**config.mk**
```make
export PLATFORM = sky130hd
export DESIGN_NAME = hmwb_bridge
export DESIGN_NICKNAME = d
export VERILOG_FILES = /design/src/hmwb_pkg.sv /design/src/hmwb_mem_if.sv /design/src/hmwb_mem_port.sv /design/src/hmwb_bridge.sv
export SDC_FILE = /design/constraint.sdc
export NUM_CORES = 1
export LEC_CHECK = 0
export BUFFER_PORTS_ARGS = -buffer_cell sky130_fd_sc_hd__buf_2
export CAP_MARGIN = 15
export CORE_UTILIZATION = 56
export DETAILED_ROUTE_END_ITERATION = 10
export GPL_TIMING_DRIVEN = 0
export MAX_ROUTING_LAYER = met4
export PLACE_DENSITY = 0.81
export SLEW_MARGIN = 20
export SYNTH_ARGS = -nofsm -noshare
export SYNTH_HDL_FRONTEND = slang
export SYNTH_HIERARCHICAL = 1
export SYNTH_SLANG_ARGS = --single-unit
export TNS_END_PERCENT = 1
```
**constraint.sdc**
```tcl
create_clock -name MCLK -period 6.7 [get_ports MCLK]
set_input_delay 0.335 -clock MCLK [delete_from_list [all_inputs] [get_ports MCLK]]
set_output_delay 0.335 -clock MCLK [all_outputs]
set_load 0.01 [all_outputs]
```
**src/hmwb_pkg.sv**
```systemverilog
// shared constants and types of the host memory window bridge
package hmwb_pkg;

	// ********************************************************
	// host port byte offsets
	// ********************************************************
	localparam logic [3:0] OFF_ADDR_LSB = 4'h2;
	localparam logic [3:0] OFF_ADDR_MSB = 4'h3;
	localparam logic [3:0] OFF_DATA0 = 4'h4;
	localparam logic [3:0] OFF_DATA3 = 4'h7;
	localparam logic [3:0] OFF_APP_ID = 4'hC;

	// ********************************************************
	// field positions
	// ********************************************************
	localparam int LSB_ACC_HI = 1;
	localparam int LSB_ACC_LO = 0;
	localparam int LSB_OFS_HI = 7;
	localparam int LSB_OFS_LO = 2;
	localparam int MSB_OFS_HI = 6;
	localparam int MSB_REGION_BIT = 7;

	// ********************************************************
	// widths, reset values and steps
	// ********************************************************
	localparam int OFS_W = 15;
	localparam int DW_W = 13;
	localparam int LIM_W = 16;
	localparam logic [7:0] ADDR_LSB_RST = 8'h00;
	localparam logic [7:0] ADDR_MSB_RST = 8'h00;
	localparam logic [7:0] APP_ID_RST = 8'h00;
	localparam logic [7:0] DATA_RST = 8'h00;
	localparam logic [7:0] UNMAPPED_RD = 8'h00;
	localparam logic [12:0] DW_STEP = 13'h0001;

	typedef enum logic [1:0]
	{
		ACC_8 = 2'b00,
		ACC_16 = 2'b01,
		ACC_32 = 2'b10,
		ACC_AUTO = 2'b11
	} hmwb_acc_e;

	typedef enum logic [0:0] {ST_IDLE, ST_WAIT} hmwb_state_e;

endpackage

```
**src/hmwb_mem_if.sv**
```systemverilog
// request and answer signals between bridge core and memory port
`timescale 1ns/1ns
interface hmwb_mem_if;
	logic start;
	logic we;
	logic [31:0] addr;
	logic [3:0] be;
	logic [31:0] wdata;
	logic done;
	logic [31:0] rdata;

	modport ctrl
	(
		output start,
		output we,
		output addr,
		output be,
		output wdata,
		input done,
		input rdata
	);

	modport port
	(
		input start,
		input we,
		input addr,
		input be,
		input wdata,
		output done,
		output rdata
	);
endinterface

```
**src/hmwb_mem_port.sv**
```systemverilog
// internal memory bus master: holds a request until acknowledged
`timescale 1ns/1ns
module hmwb_mem_port
(
	input wire logic clk,
	input wire logic rst_n,
	input wire logic ce,
	hmwb_mem_if.port req,
	output logic mem_req,
	output logic mem_we,
	output logic [31:0] mem_addr,
	output logic [3:0] mem_be,
	output logic [31:0] mem_wdata,
	input wire logic mem_ack,
	input wire logic [31:0] mem_rdata
);
	logic req_reg, req_next;
	logic we_reg, we_next;
	logic [31:0] addr_reg, addr_next;
	logic [3:0] be_reg, be_next;
	logic [31:0] wdata_reg, wdata_next;
	logic done_reg, done_next;
	logic [31:0] rdata_reg, rdata_next;

	always_comb
	begin
		req_next = req_reg;
		we_next = we_reg;
		addr_next = addr_reg;
		be_next = be_reg;
		wdata_next = wdata_reg;
		done_next = 1'b0;
		rdata_next = rdata_reg;
		if (req_reg)
		begin
			// an ack outside a request is ignored
			if (mem_ack)
			begin
				req_next = 1'b0;
				done_next = 1'b1;
				if (!we_reg)
				begin
					rdata_next = mem_rdata;
				end
			end
		end
		else if (req.start)
		begin
			req_next = 1'b1;
			we_next = req.we;
			addr_next = req.addr;
			be_next = req.be;
			wdata_next = req.wdata;
		end
	end

	always_ff @(posedge clk)
	begin
		if (!rst_n)
		begin
			req_reg <= 1'b0;
			we_reg <= 1'b0;
			addr_reg <= 32'h0000_0000;
			be_reg <= 4'h0;
			wdata_reg <= 32'h0000_0000;
			done_reg <= 1'b0;
			rdata_reg <= 32'h0000_0000;
		end
		else if (ce)
		begin
			req_reg <= req_next;
			we_reg <= we_next;
			addr_reg <= addr_next;
			be_reg <= be_next;
			wdata_reg <= wdata_next;
			done_reg <= done_next;
			rdata_reg <= rdata_next;
		end
	end

	assign mem_req = req_reg;
	assign mem_we = we_reg;
	assign mem_addr = addr_reg;
	assign mem_be = be_reg;
	assign mem_wdata = wdata_reg;
	assign req.done = done_reg;
	assign req.rdata = rdata_reg;
endmodule

```
**src/hmwb_bridge.sv**
```systemverilog
// host byte port into two windows of the internal memory space
`timescale 1ns/1ns

// How it works
// - host reaches two windows of the 32-bit internal address space.
// - window base and limits come from controller-only ports, never host.
// - read and write limits are independent; windows may overlap.
// - zero read limit with nonzero write limit makes a write-only window.
// - each window offset spans up to 32k bytes.
// - four data bytes form one dword-aligned 32-bit data register.
// - two address bytes form the 15-bit window_offset.
// - write outside write area updates data register only, not memory.
// - read outside read area does no fetch and keeps data register.
// - auto mode: out-of-bounds byte 3 read advances, write does not.
// - auto mode acts as 32-bit mode and byte 3 access advances a dword.
// - 32-bit mode: byte 0 read fetches whole dword; others do not.
// - 32-bit mode: byte 3 write stores whole dword; others register only.
// - 16-bit mode: byte 0 and byte 2 reads fetch halfwords.
// - 16-bit mode: byte 1 and byte 3 writes store halfwords.
// - 8-bit mode: every byte read fetches and every byte write stores.
// - access size field in address low byte chooses the access kind.
// - the two lowest window_offset bits always read as zero.
// - memory address is selected window base plus window_offset.
module hmwb_bridge
(
	input wire logic MCLK,
	input wire logic RST_B,
	input wire logic CE,
	input wire logic HOST_WR,
	input wire logic HOST_RD,
	input wire logic [3:0] HOST_ADDR,
	input wire logic [7:0] HOST_WDATA,
	output logic [7:0] HOST_RDATA,
	output logic HOST_RVALID,
	output logic HOST_BUSY,
	input wire logic [31:0] WIN0_BASE,
	input wire logic [15:0] WIN0_RD_LIMIT,
	input wire logic [15:0] WIN0_WR_LIMIT,
	input wire logic [31:0] WIN1_BASE,
	input wire logic [15:0] WIN1_RD_LIMIT,
	input wire logic [15:0] WIN1_WR_LIMIT,
	output logic MEM_REQ,
	output logic MEM_WE,
	output logic [31:0] MEM_ADDR,
	output logic [3:0] MEM_BE,
	output logic [31:0] MEM_WDATA,
	input wire logic MEM_ACK,
	input wire logic [31:0] MEM_RDATA
);

	// ********************************************************
	// lane selection per access size
	// ********************************************************

	// byte enables of the memory access that a data byte access causes;
	// zero means the access only touches the data register
	function automatic logic [3:0] hmwb_lanes
	(
		input logic [1:0] acc,
		input logic [1:0] lane,
		input logic wr
	);
		logic [3:0] m;
		m = 4'h0;
		case (acc)
			hmwb_pkg::ACC_8:
			begin
				m = 4'h1 << lane;
			end
			hmwb_pkg::ACC_16:
			begin
				if (!wr && lane == 2'd0)
				begin
					m = 4'h3;
				end
				else if (!wr && lane == 2'd2)
				begin
					m = 4'hC;
				end
				else if (wr && lane == 2'd1)
				begin
					m = 4'h3;
				end
				else if (wr && lane == 2'd3)
				begin
					m = 4'hC;
				end
			end
			default:
			begin
				// auto mode shares the 32-bit lane pattern
				if (!wr && lane == 2'd0)
				begin
					m = 4'hF;
				end
				else if (wr && lane == 2'd3)
				begin
					m = 4'hF;
				end
			end
		endcase
		return m;
	endfunction

	// ********************************************************
	// state
	// ********************************************************
	hmwb_pkg::hmwb_state_e state_reg, state_next;
	logic [7:0] addr_lsb_reg, addr_lsb_next;
	logic [7:0] addr_msb_reg, addr_msb_next;
	logic [7:0] app_id_reg, app_id_next;
	logic [7:0] data_reg [4];
	logic [7:0] data_next [4];
	logic [1:0] pend_lane_reg, pend_lane_next;
	logic pend_rd_reg, pend_rd_next;
	logic pend_inc_reg, pend_inc_next;
	logic [7:0] rdata_reg, rdata_next;
	logic rvalid_reg, rvalid_next;
	logic busy_reg, busy_next;
	logic start_reg, start_next;
	logic we_reg, we_next;
	logic [31:0] maddr_reg, maddr_next;
	logic [3:0] be_reg, be_next;
	logic [31:0] wdata_reg, wdata_next;

	hmwb_mem_if mif();

	// ********************************************************
	// window decode
	// ********************************************************
	logic [hmwb_pkg::OFS_W-1:0] offset;
	logic [hmwb_pkg::DW_W-1:0] dw_index;
	logic [hmwb_pkg::DW_W-1:0] dw_inc;
	logic region;
	logic [31:0] base;
	logic [hmwb_pkg::LIM_W-1:0] rd_limit;
	logic [hmwb_pkg::LIM_W-1:0] wr_limit;
	logic rd_ok;
	logic wr_ok;
	logic [31:0] win_addr;
	logic [1:0] acc;
	logic [1:0] lane;
	logic is_data;
	logic is_auto;
	logic [3:0] rd_lanes;
	logic [3:0] wr_lanes;
	logic [7:0] merged [4];
	logic [31:0] wr_word;

	assign dw_index = {addr_msb_reg[hmwb_pkg::MSB_OFS_HI:0],
		addr_lsb_reg[hmwb_pkg::LSB_OFS_HI:hmwb_pkg::LSB_OFS_LO]};
	assign offset = {dw_index, 2'b00};
	assign dw_inc = dw_index + hmwb_pkg::DW_STEP;
	assign region = addr_msb_reg[hmwb_pkg::MSB_REGION_BIT];
	// base and limits arrive on controller-side ports; the host port
	// has no path to them at all
	assign base = region ? WIN1_BASE : WIN0_BASE;
	assign rd_limit = region ? WIN1_RD_LIMIT : WIN0_RD_LIMIT;
	assign wr_limit = region ? WIN1_WR_LIMIT : WIN0_WR_LIMIT;
	// separate compares: a zero read limit blocks every memory fetch while
	// writes still pass, giving a write-only window
	assign rd_ok = {1'b0, offset} < rd_limit;
	assign wr_ok = {1'b0, offset} < wr_limit;
	assign win_addr = base + {17'h0_0000, offset};
	assign acc = addr_lsb_reg[hmwb_pkg::LSB_ACC_HI:hmwb_pkg::LSB_ACC_LO];
	assign lane = HOST_ADDR[1:0];
	assign is_data = (HOST_ADDR >= hmwb_pkg::OFF_DATA0) &&
		(HOST_ADDR <= hmwb_pkg::OFF_DATA3);
	assign is_auto = (acc == hmwb_pkg::ACC_AUTO);
	assign rd_lanes = hmwb_lanes(acc, lane, 1'b0);
	assign wr_lanes = hmwb_lanes(acc, lane, 1'b1);

	// fetched lanes replace register bytes, the rest are kept
	genvar g;
	generate
		for (g = 0; g < 4; g++)
		begin : g_merge
			assign merged[g] = be_reg[g] ? mif.rdata[8*g +: 8] : data_reg[g];
			assign wr_word[8*g +: 8] = (lane == g) ? HOST_WDATA : data_reg[g];
		end
	endgenerate

	// ********************************************************
	// next state
	// ********************************************************
	always_comb
	begin
		state_next = state_reg;
		addr_lsb_next = addr_lsb_reg;
		addr_msb_next = addr_msb_reg;
		app_id_next = app_id_reg;
		for (int i = 0; i < 4; i++)
		begin
			data_next[i] = data_reg[i];
		end
		pend_lane_next = pend_lane_reg;
		pend_rd_next = pend_rd_reg;
		pend_inc_next = pend_inc_reg;
		rdata_next = rdata_reg;
		rvalid_next = 1'b0;
		start_next = 1'b0;
		we_next = we_reg;
		maddr_next = maddr_reg;
		be_next = be_reg;
		wdata_next = wdata_reg;
		case (state_reg)
			hmwb_pkg::ST_IDLE:
			begin
				if (HOST_WR)
				begin
					if (HOST_ADDR == hmwb_pkg::OFF_ADDR_LSB)
					begin
						addr_lsb_next = HOST_WDATA;
					end
					else if (HOST_ADDR == hmwb_pkg::OFF_ADDR_MSB)
					begin
						addr_msb_next = HOST_WDATA;
					end
					else if (HOST_ADDR == hmwb_pkg::OFF_APP_ID)
					begin
						// plain storage; ownership is a software convention
						app_id_next = HOST_WDATA;
					end
					else if (is_data)
					begin
						data_next[lane] = HOST_WDATA;
						if (wr_lanes != 4'h0 && wr_ok)
						begin
							start_next = 1'b1;
							we_next = 1'b1;
							maddr_next = win_addr;
							be_next = wr_lanes;
							wdata_next = wr_word;
							pend_rd_next = 1'b0;
							// advance only for an accepted store
							pend_inc_next = is_auto && lane == 2'd3;
							state_next = hmwb_pkg::ST_WAIT;
						end
					end
				end
				else if (HOST_RD)
				begin
					rvalid_next = 1'b1;
					if (HOST_ADDR == hmwb_pkg::OFF_ADDR_LSB)
					begin
						rdata_next = addr_lsb_reg;
					end
					else if (HOST_ADDR == hmwb_pkg::OFF_ADDR_MSB)
					begin
						rdata_next = addr_msb_reg;
					end
					else if (HOST_ADDR == hmwb_pkg::OFF_APP_ID)
					begin
						rdata_next = app_id_reg;
					end
					else if (is_data)
					begin
						if (rd_lanes != 4'h0 && rd_ok)
						begin
							rvalid_next = 1'b0;
							start_next = 1'b1;
							we_next = 1'b0;
							maddr_next = win_addr;
							be_next = rd_lanes;
							pend_rd_next = 1'b1;
							pend_lane_next = lane;
							pend_inc_next = is_auto && lane == 2'd3;
							state_next = hmwb_pkg::ST_WAIT;
						end
						else
						begin
							// no fetch: return what the register holds
							rdata_next = data_reg[lane];
							if (is_auto && lane == 2'd3)
							begin
								addr_lsb_next[hmwb_pkg::LSB_OFS_HI:
									hmwb_pkg::LSB_OFS_LO] = dw_inc[5:0];
								addr_msb_next[hmwb_pkg::MSB_OFS_HI:0] =
									dw_inc[12:6];
							end
						end
					end
					else
					begin
						rdata_next = hmwb_pkg::UNMAPPED_RD;
					end
				end
			end
			hmwb_pkg::ST_WAIT:
			begin
				// host requests in this state are not taken; busy shows it
				if (mif.done)
				begin
					if (pend_rd_reg)
					begin
						for (int i = 0; i < 4; i++)
						begin
							data_next[i] = merged[i];
						end
						rdata_next = merged[pend_lane_reg];
						rvalid_next = 1'b1;
					end
					if (pend_inc_reg)
					begin
						addr_lsb_next[hmwb_pkg::LSB_OFS_HI:
							hmwb_pkg::LSB_OFS_LO] = dw_inc[5:0];
						addr_msb_next[hmwb_pkg::MSB_OFS_HI:0] =
							dw_inc[12:6];
					end
					pend_inc_next = 1'b0;
					state_next = hmwb_pkg::ST_IDLE;
				end
			end
			default:
			begin
				state_next = hmwb_pkg::ST_IDLE;
			end
		endcase
		busy_next = (state_next != hmwb_pkg::ST_IDLE);
	end

	// ********************************************************
	// registers
	// ********************************************************
	always_ff @(posedge MCLK)
	begin
		if (!RST_B)
		begin
			state_reg <= hmwb_pkg::ST_IDLE;
			addr_lsb_reg <= hmwb_pkg::ADDR_LSB_RST;
			addr_msb_reg <= hmwb_pkg::ADDR_MSB_RST;
			app_id_reg <= hmwb_pkg::APP_ID_RST;
			for (int i = 0; i < 4; i++)
			begin
				data_reg[i] <= hmwb_pkg::DATA_RST;
			end
			pend_lane_reg <= 2'b00;
			pend_rd_reg <= 1'b0;
			pend_inc_reg <= 1'b0;
			rdata_reg <= 8'h00;
			rvalid_reg <= 1'b0;
			busy_reg <= 1'b0;
			start_reg <= 1'b0;
			we_reg <= 1'b0;
			maddr_reg <= 32'h0000_0000;
			be_reg <= 4'h0;
			wdata_reg <= 32'h0000_0000;
		end
		else if (CE)
		begin
			state_reg <= state_next;
			addr_lsb_reg <= addr_lsb_next;
			addr_msb_reg <= addr_msb_next;
			app_id_reg <= app_id_next;
			for (int i = 0; i < 4; i++)
			begin
				data_reg[i] <= data_next[i];
			end
			pend_lane_reg <= pend_lane_next;
			pend_rd_reg <= pend_rd_next;
			pend_inc_reg <= pend_inc_next;
			rdata_reg <= rdata_next;
			rvalid_reg <= rvalid_next;
			busy_reg <= busy_next;
			start_reg <= start_next;
			we_reg <= we_next;
			maddr_reg <= maddr_next;
			be_reg <= be_next;
			wdata_reg <= wdata_next;
		end
	end

	assign mif.start = start_reg;
	assign mif.we = we_reg;
	assign mif.addr = maddr_reg;
	assign mif.be = be_reg;
	assign mif.wdata = wdata_reg;

	// ********************************************************
	// memory bus master
	// ********************************************************
	hmwb_mem_port u_mem_port
	(
		.clk(MCLK),
		.rst_n(RST_B),
		.ce(CE),
		.req(mif.port),
		.mem_req(MEM_REQ),
		.mem_we(MEM_WE),
		.mem_addr(MEM_ADDR),
		.mem_be(MEM_BE),
		.mem_wdata(MEM_WDATA),
		.mem_ack(MEM_ACK),
		.mem_rdata(MEM_RDATA)
	);

	assign HOST_RDATA = rdata_reg;
	assign HOST_RVALID = rvalid_reg;
	assign HOST_BUSY = busy_reg;
endmodule

```
==> results.py, run 1 <==
metrics = {
    "status": {
        "run_status": "complete, no violations",
    },
    "worst_setup_path": {
        "slowest_delay_ps": 610,
        "path_class": "flop to flop",
        "required_ps": 7150,
        "cp_common_cell": "buf_2",
        "slowest_stage": "clkbuf_1",
        "cp.arrival_ps": 6150,
        "crit_path_end_kind": "flop",
        "cp_max_fo": 10,
        "timing.critical_path.cells": "buf_2, buf_2, buf_2, buf_1, clkbuf_1, mux2i_1, ha_1, nor4b_1, nor4_1, o311a_1, o21ai_2, nor2_1, nor2b_1, clkbuf_1, nand3_1, o21ai_0",
        "crit_path_start_kind": "flop",
    },
    "cells_and_area": {
        "multi_input_area_um2": 7590,
        "layoutNonFillerInstCount": 2095,
        "area.sequential_um2": 5180,
        "nets": 1974,
        "syn_to_final_growth_pct": 19.9,
        "filler_cell_count": 1925,
        "drive_gt1_frac": 0.214,
    },
    "routing": {
        "drt_iter0_markers": 1195,
        "viasPerCell": 6.11,
        "ant_nets": 0,
        "routed_wl_mm": 44.1,
        "drtPass1Iterations": 9,
        "post_drt_wl_per_cell_um": 21.1,
        "drc": 0,
        "vias": 12800,
    },
    "timing": {
        "slew_headroom": 0.383,
        "fmax_ghz": 0.175,
        "skew_ps": 8.08,
        "setup_ws_ps": 1000,
        "finalCritPeriodShare": 0.851,
        "worst_slew_pin_slew_ps": 926,
        "fin_crit_ps": 5700,
        "hold_violations": 0,
        "hold_slack_ps": 46.8,
        "setup_violations": 0,
        "drv_slew": 0,
        "rsz0062_at_grt": "no",
    },
    "place": {
        "place_hpwl_mm": 33.3,
        "place_congestion": 0.999,
        "post-place-ws_ps": 1210,
        "place_inst": 2046,
        "portBuffers": 252,
    },
    "floorplan": {
        "dieWidth_um": 156,
        "die_y_um": 156,
        "rows": 56,
        "die_area_um2": 24400,
        "ios": 258,
        "fp.coreArea_um2": 23400,
        "start_util": 0.570,
    },
    "clock_network": {
        "clock-sinks": 243,
        "cts_max_level": 1,
        "clock_tree.buffer_depth": 3,
        "clk_latency_ps": 530,
        "cts_setup_buffers": 0,
        "cts_root_buffer": "clkbuf_16",
        "post_cts_resized": 0,
        "cts_tree": "yes",
        "cts_buffers": 26,
        "hold_buffers": 0,
        "clk_pin_slew_ps": 70,
    },
    "grt": {
        "grt_pass1_vias": 12300,
        "antenna_found_initial": 2,
        "track_usage": 0.365,
        "grt-ovfl-total": 0,
        "grt_pass1_wl_mm": 66.9,
        "grt_max_degree": 15,
    },
    "logic_synthesis": {
        "synth-main-ff-cell": "dfxtp_1",
        "async_reset_ff_frac": 0,
        "synth_area_um2": 13300,
        "synth_nets": 1690,
        "synth.avg_cell_area_um2": 9.06,
        "yosys.area.top_type": "dfxtp_1",
        "synth_top_area_share": 0.317,
        "synth_edf_count": 32,
        "yosysSeqAreaShare": 0.389,
        "synth_cells": 1471,
        "ys_ff_latch": 243,
        "ys_top_cells_by_area": "dfxtp_1 (32%), mux2i_1 (16%), nand2_1 (7.6%)",
        "ys_warn_count": 6,
        "synth_cell_types": 67,
    },
    "power": {
        "leakagePower_nw": 6.19,
        "p_seq_frac": 0.437,
        "p_clk_frac": 0.442,
        "power_density_nw_per_um2": 221,
        "p_sw_mw": 0.904,
        "p_int_mw": 2.63,
        "power_frac_comb": 0.120,
        "ir_drop_v": 0.000185,
        "p_sw_frac": 0.255,
        "power.total_mw": 3.54,
    },
    "worst_hold_path": {
        "hold_path_class": "input port to flop",
    },
    "run": {
        "cap_violations": 0,
    },
}
[critical path: cells and delay by family (launching register included)]
| family | cells | cell delay [ps] |
|---|---|---|
| buf+inv | 6 | 2710 |
| simple gates | 5 | 1140 |
| compound gates | 3 | 850 |
| flops | 1 | 400 |
| fa+ha+maj | 1 | 310 |
| mux | 1 | 180 |
[per-stage QoR]
step                      cell area (um^2)  utilization  setup TNS, ps
after floorplan                      13300            -              0
after global routing                 16000        0.683              0
after detailed placement             15000        0.642              0
after global placement               15000        0.641         -29790
after CTS                            16000        0.683              0
final                                16000        0.683              0
[synth_stat cells, types with 9 or more instances]
cell type,number
mux2_2,14
clkbuf_1,72
dfxtp_1,211
a222oi_1,11
a21oi_1,61
a211o_1,11
edfxtp_1,32
a21o_1,10
nand3_1,30
o21ai_0,42
buf_1,13
mux2i_1,218
xnor2_1,19
inv_1,9
a211oi_1,77
mux4_2,16
nor2_1,104
nand2_1,270
ha_1,40
buf_2,19
nand4_1,11
and3_1,14
nor3_1,15
nand2b_1,13
and2_1,33
[final timing paths]
check | from | end | slack (ps) | cells past startpoint
max | addr_msb_reg[7] | maddr_reg[26] | 1000 | 16
min | MEM_RDATA[18] | u_mem_port/req.rdata[18] | 50 | 3
max reg2reg | addr_msb_reg[7] | maddr_reg[26] | 1000 | 16
min reg2reg | maddr_reg[9] | maddr_reg[9] | 450 | 2
[kinds of logic after synthesis]
kind of cell	Yosys count	synth area share
AOI/OAI and AO/OA	260	0.134
xor gates and xnor gates	24	0.0158
adders and majority gates	41	0.0390
buffers and inverters	127	0.0426
DFF	243	0.389
muxes	249	0.204
and+or+nand+nor	527	0.176
[routing by layer]
layer  track usage  up-vias  part of all wire
met3        0.0584      131             0.093
li1              -     5853                 -
met1         0.460     6101              0.41
met5             -        -                 0
met4         0.144        0             0.042
met2         0.584      708              0.45
[power by group through the flow]
stage | registers (mW) | clock network, mW | logic (mW)
floorplan | 1.57 | 0 | 0.251
global placement | 1.58 | 0 | 0.402
detailed placement | 1.58 | 0 | 0.412
CTS | 1.54 | 1.56 | 0.415
global route | 1.55 | 1.62 | 0.454
finish | 1.55 | 1.57 | 0.426
[cell usage in the layout (no fill, tap or decap), types with 7 or more instances in the layout]
cell       count
nand2_1      270
nand4_1       11
xnor2_1       19
nor3_1        15
mux4_2        16
buf_4         12
a211oi_1      77
dfxtp_1      211
buf_1         13
nand2b_1      13
edfxtp_1      32
mux2_2        14
and2_1        33
inv_1          9
a21o_1        10
nor2_1       104
a222oi_1      11
ha_1          40
and3_1        14
nand3_1       30
a21oi_1       61
clkbuf_1      75
buf_2        271
o21ai_0       42
clkbuf_16     29
o211ai_1       7
mux2i_1      218
a211o_1       11
[cell type report]
| type | instances | area share |
|---|---|---|
| multi-input combinational | 1101 | 0.475 |
| sequential | 243 | 0.324 |
| timing repair buffer | 256 | 0.0808 |
| clock buffer | 37 | 0.0504 |
| buffer | 117 | 0.0332 |
| tap | 319 | 0.0250 |
| clock inverter | 10 | 0.00877 |
| inverter | 10 | 0.00235 |
| antenna | 2 | 0.000313 |
Power figures use the tool's default switching activity.
==> run 2, diff against run 1 <==
Settings changed: CELL_PAD_IN_SITES_DETAIL_PLACEMENT from default to 1, CELL_PAD_IN_SITES_GLOBAL_PLACEMENT from default to 1, CORE_UTILIZATION 56 to 42, PLACE_DENSITY 0.81 to 0.8.
==> run 2 against run 1 <==
  * Global-route usage fell by 5.5 points
  * Via count fell by 1.4%
  * Critical endpoint is now maddr_reg[20]
  * Largest power group is now registers
  * Sequential share of layout area decreased by 0.15 points
  * Worst hold slack lost 12 ps
==> results.py, run 2 (synthesized netlist as in run 1, its figures left out) <==
metrics = {
    "timing": {
        "skew_ps": 13.6,
        "fin_tns_setup_ps": 0,
        "finalCritPeriodShare": 0.878,
        "hold_slack_ps": 35.3,
        "hold_violations": 0,
        "worst_slew_pin_slew_ps": 993,
        "setup_violations": 0,
        "fin_crit_ps": 5880,
        "drv_slew": 0,
        "slew_headroom": 0.338,
        "fmax_ghz": 0.170,
        "rsz0062_at_grt": "no",
        "setup_ws_ps": 818,
    },
    "cells_and_area": {
        "nets": 1975,
        "filler_cell_count": 3678,
        "layoutNonFillerInstCount": 2176,
        "syn_to_final_growth_pct": 20.4,
        "fin_util": 0.520,
        "final_area_um2": 16100,
        "layout_common_cells": "buf_2 (271), nand2_1 (270), mux2i_1 (218)",
        "drive_gt1_frac": 0.214,
        "mostFrequentLayoutCell": "buf_2",
    },
    "grt": {
        "grt-ovfl-total": 0,
        "grt_max_degree": 14,
        "grt_use_met2": 0.520,
        "grt_pass1_vias": 13100,
        "antenna_found_initial": 3,
        "met1_usage": 0.382,
        "grt_pass1_wl_mm": 76.0,
        "track_usage": 0.310,
        "busiest_layer": "met2",
        "globalRouteMet3Util": 0.0465,
    },
    "clock_network": {
        "clock-sinks": 243,
        "cts_root_buffer": "clkbuf_16",
        "cts_max_level": 1,
        "cts_setup_buffers": 0,
        "clk_pin_slew_ps": 70,
        "hold_buffers": 0,
        "clk_latency_ps": 540,
        "clock_tree.buffer_depth": 3,
        "post_cts_resized": 0,
        "cts_buffers": 27,
        "cts_tree": "yes",
    },
    "place": {
        "place_inst": 2123,
        "portBuffers": 252,
        "post-place-ws_ps": 871,
        "dpl-instance-area_um2": 15100,
        "place_hpwl_mm": 38.2,
        "place_congestion": 0.930,
    },
    "routing": {
        "ant_nets": 0,
        "drtPass1Iterations": 7,
        "post_drt_wl_per_cell_um": 23.0,
        "drc": 0,
        "vias": 12600,
        "viasPerCell": 5.79,
        "routed_wl_mm": 50.0,
        "drt_iter0_markers": 912,
    },
    "worst_setup_path": {
        "cp.arrival_ps": 6330,
        "path_class": "flop to flop",
        "cp_max_fo": 10,
        "required_ps": 7150,
        "crit_path_start_kind": "flop",
        "crit_path_end_kind": "flop",
    },
    "floorplan": {
        "die_area_um2": 32500,
        "die_y_um": 180,
        "ios": 258,
        "start_util": 0.431,
        "fp.coreArea_um2": 30900,
        "dieWidth_um": 180,
        "rows": 64,
    },
    "worst_hold_path": {
        "hold_path_class": "input port to flop",
    },
    "power": {
        "ir_drop_v": 0.000173,
        "power.total_mw": 3.52,
        "power_density_nw_per_um2": 219,
        "leakagePower_nw": 6.18,
    },
    "status": {
        "run_status": "complete, no violations",
    },
    "run": {
        "cap_violations": 0,
    },
}
-- run 2: cell count changes in the layout (fill, tap and decap cells not counted), sizes merged --
cell	previous run	this run
clkinvlp	0	2
diode	2	3
clkbuf	109	114
clkinv	6	3
inv	11	12
bufinv	3	1
-- run 2: worst paths after layout --
check	startpoint	endpoint	slack, ps	depth (start not counted)
worst max-delay path	addr_msb_reg[7]	maddr_reg[20]	820	16
worst min-delay path	MEM_RDATA[17]	u_mem_port/req.rdata[17]	40	3
worst max register to register	addr_msb_reg[7]	maddr_reg[20]	820	16
worst min register to register	maddr_reg[13]	maddr_reg[13]	460	2
-- run 2: routing by layer --
layer,wire length [um],vias to the layer above
met3,3010,89
met2,24000,437
li1,-,5848
met1,21400,6235
met4,1580,0
met5,0,-
-- run 2: critical path, cell delays in order (launching register included) --
cell      delay [ps]
dfxtp_1          410
buf_2            340
buf_2            310
buf_2            380
buf_1            560
clkbuf_1         620
mux2i_1          180
ha_1             320
nor4b_1          280
nor4_1            90
o311a_1          380
o21ai_2          410
nor2_1           210
nor2b_1          470
clkbuf_1         520
nand3_1          150
o21ai_0          130
-- run 2: power by group --
group | internal (mW) | switching, mW | total (mW) | leakage [nW]
Sequential | 1.51 | 0.0341 | 1.55 | 2.04
Clock | 0.906 | 0.630 | 1.54 | 0.450
Combinational | 0.166 | 0.269 | 0.435 | 3.69
Total | 2.59 | 0.933 | 3.52 | 6.18
-- run 2: cell type report --
class | instances | area, um^2 | area share
Antenna cell | 3 | 7.51 | 0.000467
Buffer | 117 | 531 | 0.0330
Clock buffer | 42 | 845 | 0.0526
Clock inverter | 8 | 75.1 | 0.00467
Inverter | 10 | 37.5 | 0.00234
Multi-Input combinational cell | 1101 | 7590 | 0.473
Sequential cell | 243 | 5180 | 0.323
Tap cell | 396 | 495 | 0.0309
Timing Repair Buffer | 256 | 1290 | 0.0806
